**config.mk**
```make
export PLATFORM = sky130hd
export DESIGN_NAME = edr_router
export DESIGN_NICKNAME = d
export VERILOG_FILES = /design/src/edr_router.v
export VERILOG_INCLUDE_DIRS = /design/src
export SDC_FILE = /design/constraint.sdc
export NUM_CORES = 1
export LEC_CHECK = 0
export BUFFER_PORTS_ARGS = -buffer_cell sky130_fd_sc_hd__buf_4
export CAP_MARGIN = 20
export CORE_MARGIN = 8
export CORE_UTILIZATION = 55
export CTS_BUF_LIST = sky130_fd_sc_hd__clkbuf_8 sky130_fd_sc_hd__clkbuf_16
export CTS_CLUSTER_DIAMETER = 60
export DETAILED_ROUTE_END_ITERATION = 8
export PLACE_DENSITY = 0.74
export SLEW_MARGIN = 20
export SYNTH_ARGS = -nofsm -noshare
export SYNTH_HDL_FRONTEND = slang
export SYNTH_SLANG_ARGS = --single-unit
```
**constraint.sdc**
```tcl
create_clock -name i_clk -period 2.4 [get_ports i_clk]
set_input_delay 0.24 -clock i_clk [delete_from_list [all_inputs] [get_ports i_clk]]
set_output_delay 0.24 -clock i_clk [all_outputs]
set_load 0.01 [all_outputs]
```
**src/edr_regs.vh**
```
/*
 event destination router: register offsets, field positions, reset values.
 assumes an avalon-mm slave with 32-bit words; each register takes one aligned word.
*/
`ifndef EDR_REGS_VH
`define EDR_REGS_VH

// ----------------------------------------------------------------
// register word indices and bus address width
// ----------------------------------------------------------------
`define EDR_IDX_CHSRC_SEL    12'hf98
`define EDR_IDX_CHSRC_DATA   12'hf99
`define EDR_IDX_DST_SEL      12'hf9a
`define EDR_IDX_DST_DATA     12'hf9b
`define EDR_IDX_CHAN_STATE   12'hf9c
`define EDR_ADDR_W           14

// ----------------------------------------------------------------
// field layout
// ----------------------------------------------------------------
`define EDR_NDST             64
`define EDR_NCH              8
`define EDR_IDX_W            6
`define EDR_CHIDX_W          3
`define EDR_SRC_W            7
`define EDR_RT_W             4
`define EDR_RT_CON           3
`define EDR_RT_SEL_HI        2
`define EDR_RT_SEL_LO        0
`define EDR_TAP_CONV         4
`define EDR_TAP_TMR_HI       31
`define EDR_TAP_TMR_LO       16
`define EDR_TAP_RTC          44
`define EDR_TAP_PIN_HI       51
`define EDR_TAP_PIN_LO       48

// ----------------------------------------------------------------
// channel source codes and reset values
// ----------------------------------------------------------------
`define EDR_SRC_LOW          7'h00
`define EDR_SRC_HIGH         7'h01
`define EDR_RST_RT           4'h0
`define EDR_RST_IDX          6'h00
`define EDR_RST_CHIDX        3'h0
`define EDR_RST_SRC          7'h00

`endif

```
**src/edr_router.v**
```verilog
/*
 event destination router: indirect per-destination routing settings and the
 64 destination outputs driven from eight event channels.
 assumes an avalon-mm master on the system clock; channel peripheral sources
 arrive as synchronous inputs, indexed by the whole 7-bit source code.
*/
// Register access over Avalon-MM is implemented here, with one wait state.
`timescale 1ns/1ps
`default_nettype none
`include "edr_regs.vh"

module edr_router
(
   input  wire        i_clk,
   input  wire        i_nrst,
   input  wire [13:0] i_address,
   input  wire        i_read,
   input  wire        i_write,
   input  wire [31:0] i_writedata,
   input  wire [3:0]  i_byteenable,
   input  wire [127:0] i_periph_src,
   output reg  [31:0] o_readdata,
   output reg         o_waitrequest,
   output reg         o_conv_trig,
   output reg  [15:0] o_timer_in,
   output reg         o_rtc_src,
   output reg  [3:0]  o_event_pin_output,
   output reg  [63:0] o_dst
);

   // ----------------------------------------------------------------
   // decode helpers
   // ----------------------------------------------------------------
   function hit;
      input [13:0] addr;
      input [11:0] idx;
      begin
         hit = (addr[13:2] == idx) && (addr[1:0] == 2'b00);
      end
   endfunction

   // ----------------------------------------------------------------
   // state
   // ----------------------------------------------------------------
   reg [`EDR_RT_W-1:0]    route_q [0:`EDR_NDST-1];
   reg [`EDR_SRC_W-1:0]   src_q   [0:`EDR_NCH-1];
   reg [`EDR_IDX_W-1:0]   destination_index_select_q;
   reg [`EDR_CHIDX_W-1:0] chan_index_q;
   reg [`EDR_NCH-1:0]     chan_q;
   reg                    ack_q;
   integer                k;

   wire req_w   = (i_read | i_write) & ~ack_q;
   wire wr_lane = i_write & i_byteenable[0] & ~ack_q;

   // ----------------------------------------------------------------
   // bus slave: one wait state, answer on the second edge
   // ----------------------------------------------------------------
   always @(posedge i_clk)
   begin
      if (!i_nrst)
      begin
         ack_q         <= 1'b0;
         o_waitrequest <= 1'b1;
         o_readdata    <= 32'h0000_0000;
      end
      else
      begin
         ack_q         <= req_w;
         o_waitrequest <= ~req_w;
         o_readdata    <= 32'h0000_0000;
         if (req_w & i_read)
         begin
            if (hit(i_address, `EDR_IDX_DST_SEL))
               o_readdata[`EDR_IDX_W-1:0] <= destination_index_select_q;
            else if (hit(i_address, `EDR_IDX_DST_DATA))
               o_readdata[`EDR_RT_W-1:0] <= route_q[destination_index_select_q];
            else if (hit(i_address, `EDR_IDX_CHSRC_SEL))
               o_readdata[`EDR_CHIDX_W-1:0] <= chan_index_q;
            else if (hit(i_address, `EDR_IDX_CHSRC_DATA))
               o_readdata[`EDR_SRC_W-1:0] <= src_q[chan_index_q];
            else if (hit(i_address, `EDR_IDX_CHAN_STATE))
               o_readdata[`EDR_NCH-1:0] <= chan_q;
         end
      end
   end

   // ----------------------------------------------------------------
   // register writes; reserved upper bits are simply not stored
   // ----------------------------------------------------------------
   always @(posedge i_clk)
   begin
      if (!i_nrst)
      begin
         destination_index_select_q <= `EDR_RST_IDX;
         chan_index_q               <= `EDR_RST_CHIDX;
         for (k = 0; k < `EDR_NDST; k = k + 1)
            route_q[k] <= `EDR_RST_RT;
         for (k = 0; k < `EDR_NCH; k = k + 1)
            src_q[k] <= `EDR_RST_SRC;
      end
      else if (wr_lane)
      begin
         if (hit(i_address, `EDR_IDX_DST_SEL))
            destination_index_select_q <= i_writedata[`EDR_IDX_W-1:0];
         else if (hit(i_address, `EDR_IDX_DST_DATA))
            route_q[destination_index_select_q] <= i_writedata[`EDR_RT_W-1:0];
         else if (hit(i_address, `EDR_IDX_CHSRC_SEL))
            chan_index_q <= i_writedata[`EDR_CHIDX_W-1:0];
         else if (hit(i_address, `EDR_IDX_CHSRC_DATA))
            src_q[chan_index_q] <= i_writedata[`EDR_SRC_W-1:0];
      end
   end

   // ----------------------------------------------------------------
   // event channels
   // ----------------------------------------------------------------
   genvar c;
   generate
      for (c = 0; c < `EDR_NCH; c = c + 1)
      begin : g_chan
         always @(posedge i_clk)
         begin
            if (!i_nrst)
               chan_q[c] <= 1'b0;
            else if (src_q[c] == `EDR_SRC_LOW)
               chan_q[c] <= 1'b0;
            else if (src_q[c] == `EDR_SRC_HIGH)
               chan_q[c] <= 1'b1;
            else
               chan_q[c] <= i_periph_src[src_q[c]];
         end
      end
   endgenerate

   // ----------------------------------------------------------------
   // destination muxes; registered so outputs follow settings one cycle on
   // ----------------------------------------------------------------
   genvar d;
   generate
      for (d = 0; d < `EDR_NDST; d = d + 1)
      begin : g_dst
         always @(posedge i_clk)
         begin
            if (!i_nrst)
               o_dst[d] <= 1'b0;
            else if (!route_q[d][`EDR_RT_CON])
               o_dst[d] <= 1'b0;
            else
               o_dst[d] <= chan_q[route_q[d][`EDR_RT_SEL_HI:`EDR_RT_SEL_LO]];
         end
      end
   endgenerate

   // named peripheral taps, one extra register stage behind o_dst
   always @(posedge i_clk)
   begin
      if (!i_nrst)
      begin
         o_conv_trig        <= 1'b0;
         o_timer_in         <= 16'h0000;
         o_rtc_src          <= 1'b0;
         o_event_pin_output <= 4'h0;
      end
      else
      begin
         o_conv_trig        <= o_dst[`EDR_TAP_CONV];
         o_timer_in         <= o_dst[`EDR_TAP_TMR_HI:`EDR_TAP_TMR_LO];
         o_rtc_src          <= o_dst[`EDR_TAP_RTC];
         o_event_pin_output <= o_dst[`EDR_TAP_PIN_HI:`EDR_TAP_PIN_LO];
      end
   end

endmodule // edr_router
`default_nettype wire

```
==> metrics.cfg <==
[run_status]
status = finished, violations left
violations = setup timing

[pwr]
p_leak_nw = 13.24
swShare_pct = 27.40
ir_worst_vdd_uv = 598.3
fin_total_pwr_mw = 19.85
p_int_mw = 14.41
seqPwrFrac_pct = 43.8
p_clk_share_pct = 37.0
power_density_nw_per_um2 = 532.2
p_comb_share_pct = 19.2
p_switching_mw = 5.441

[cts]
cts_sinks = 434
htree_levels = 2
worstSkewPairLatency_ps = 610
tritoncts = yes
clockBufferDepth = 3
clockRootBuffer = clkbuf_16
clk_pin_slew_ps = 60
cts_buffers = 49

[placement]
portBuffers = 248
dpl_worst_slack_ps = -540.1
hpwl_um = 76340
gp_congestion = 1.033

[critical_path]
cp.buffers_inverters = 3
critPathLaunchType = register
worstPathRequired_ps = 2880
path_class = reg -> reg
cp-end-kind = register
critPathTopFamily = compound AO/OA/AOI/OAI gates
crit_path_cell_trace = buf_6 > buf_8 > mux4_2 > a22oi_2 > a21oi_2 > o41ai_4 > buf_4 > a21boi_4 > o31ai_2
crit_slowest_cell = mux4_2
cp_max_fo = 5
crit_path_max_incr_delay_ps = 520
cp.arrival_ps = 3140

[routing]
wire_per_inst_um = 31.49
routed_via_density = 7.271
met3_wirelength_um = 15920
drt_iter0_drc = 3607
ant_nets = 0
drt-pass1-iter-count = 7
vias = 25390
wl_met2_um = 51560
top_layer_used = met5
drc = 0
wl_um = 110000
drt-met1-wl_um = 35750

[synthesis]
synth_seq_cells = 434
synthArstFlopShare_pct = 0
synth_edf_count = 312
synth_cell_types = 62
synth_flop_cell = edfxtp_1
seq_area_frac_synth_pct = 39.01
syn_inst = 2329
yosysTopAreaCell = mux4_2
yosys_warnings = 0
synth_area_sq_um = 30280
synth_top_area_share_pct = 35.33
synth_area_per_cell_sq_um = 13.00
synth_area_leaders = mux4_2 (35%), edfxtp_1 (31%), dfxtp_1 (8.1%), nor2_1 (4.6%), mux2i_1 (4.0%)

[floorplanning]
die_height_um = 250.6
die_w_um = 250.6
rows = 86
pin_count = 301
die_area_sq_um = 62820
coreArea_sq_um = 54770
initial_core_util_pct = 55.28

[cells_and_area]
final_nets = 2926
syn_to_final_growth_pct = 23.19
drive_above_1_share_pct = 44.96
final_common_cell = buf_4
fillers = 3753
final_util_pct = 68.10
layout_common_cells = buf_4 (542), mux4_2 (475), nor2_1 (373)

[sta]
finalWorstSetupSlack_ps = -258.1
rsz0062_at_grt = yes
layout_worst_path_cycle_share_pct = 110.8
fin_tns_setup_ps = -1124
fmax_ghz = 0.3762
slew_headroom_pct = 34.56
hold_viol = 0
worstMarginPinSlew_ps = 981.6
finalCriticalPeriod_ps = 2658
skew_ps = 27.16
slew_violations = 0
setup_viol_count_final = 7

[global_routing]
grtUsageTotal_pct = 34.25
grt_pass1_vias = 25420
antenna_found_initial = 4
grt_max_degree = 164
grt_overflow = 0
grt_pass1_wl_um = 162600

[hold_path]
min_path_type = in -> reg

[flow_run]
maxCapViolCount = 0

## flip-flops by register name, indices dropped and copies added (netlist names), 3 cells and up, named ones only
name and cells:
chan_index_q 3, chan_q 8, destination_index_select_q 6, o_dst 64, o_event_pin_output 4, o_readdata 8
o_timer_in 16, route_q 256, src_q 56
## worst paths after layout
path / start / to / slack (ps) / cells after the start
setup / recovery: register / o_readdata[1] / -260 / 9
hold / removal: i_writedata[6] / src_q[2][6] / 30 / 2
setup reg to reg: register / o_readdata[1] / -260 / 9
hold reg to reg: o_dst[25] / o_timer_in[9] / 460 / 1
## power by group through the flow
stage                     clock (mW)  sequential (mW)  combinational, mW
after floorplan                    0             8.68               2.17
after global routing            7.67             8.71               3.93
after detailed placement           0             8.83               3.62
after global placement             0             8.81               3.54
after CTS                       7.39             8.67               3.69
final                           7.35             8.70               3.81
## through the flow
step / hold WS (ps) / instance area, sq um / instances
2_1_floorplan: 371.8 / 30370 / 2352
3_3_place_gp: 441.3 / 34860 / 3353
3_5_place_dp: 446.8 / 34860 / 3353
4_1_cts: 6.148 / 37040 / 3470
5_1_grt: 17.78 / 37290 / 3489
6_report: 31.96 / 37300 / 3492
## kinds of logic (layout without fill, tap and decap cells)
group,after synthesis,after routing,synth area share (%)
DFF,434,434,39.01
buffers and inverters,288,721,4.384
AOI/OAI and AO/OA,240,240,5.182
muxes,605,605,39.67
other,1,27,0.01238
and+or+nand+nor,761,761,11.74
## worst register-to-register path, stage by stage, from the launching register on
cell,delay (ps)
dfxtp_4,420
buf_6,120
buf_8,110
mux4_2,530
a22oi_2,300
a21oi_2,140
o41ai_4,480
buf_4,180
a21boi_4,180
o31ai_2,90
## routing by layer
layer  track usage (%)  up-vias
li1                  -    10030
met1             43.06    12500
met2             54.63     2421
met3             9.359      430
met4             16.93        6
met5                 0        -
## timing repair
action / CTS / global route
endpoints found under the hold margin: 2 / 0
buffers inserted: 21 / 22
cloned: 2 / 0
hold buffers: 2 / 0
setup endpoints to repair: 8 / 10
gates resized for setup: 60 / 33
pin swaps: 15 / 24
## synthesized netlist by cell type, types with 21 or more instances
cell type	n
mux4_2	475
nor2_1	373
edfxtp_1	312
clkbuf_1	168
nand2_1	138
dfxtp_1	122
mux2i_1	120
and2_1	85
o21ai_0	83
buf_4	42
a22oi_1	41
nand3_1	39
buf_2	34
a21oi_1	24
buf_1	21
nor2b_1	21
## final cells by class
type / instances / area [sq um] / share of cell area, %
Timing Repair Buffer: 611 / 5355 / 14.36
Sequential cell: 434 / 11830 / 31.71
Multi-Input combinational cell: 1630 / 17560 / 47.08
Antenna cell: 3 / 7.507 / 0.02013
Tap cell: 704 / 880.8 / 2.362
Clock buffer: 58 / 1373 / 3.680
Inverter: 18 / 67.56 / 0.1811
Clock inverter: 34 / 230.2 / 0.6172
Note: power is estimated with default switching activity, not from simulation.
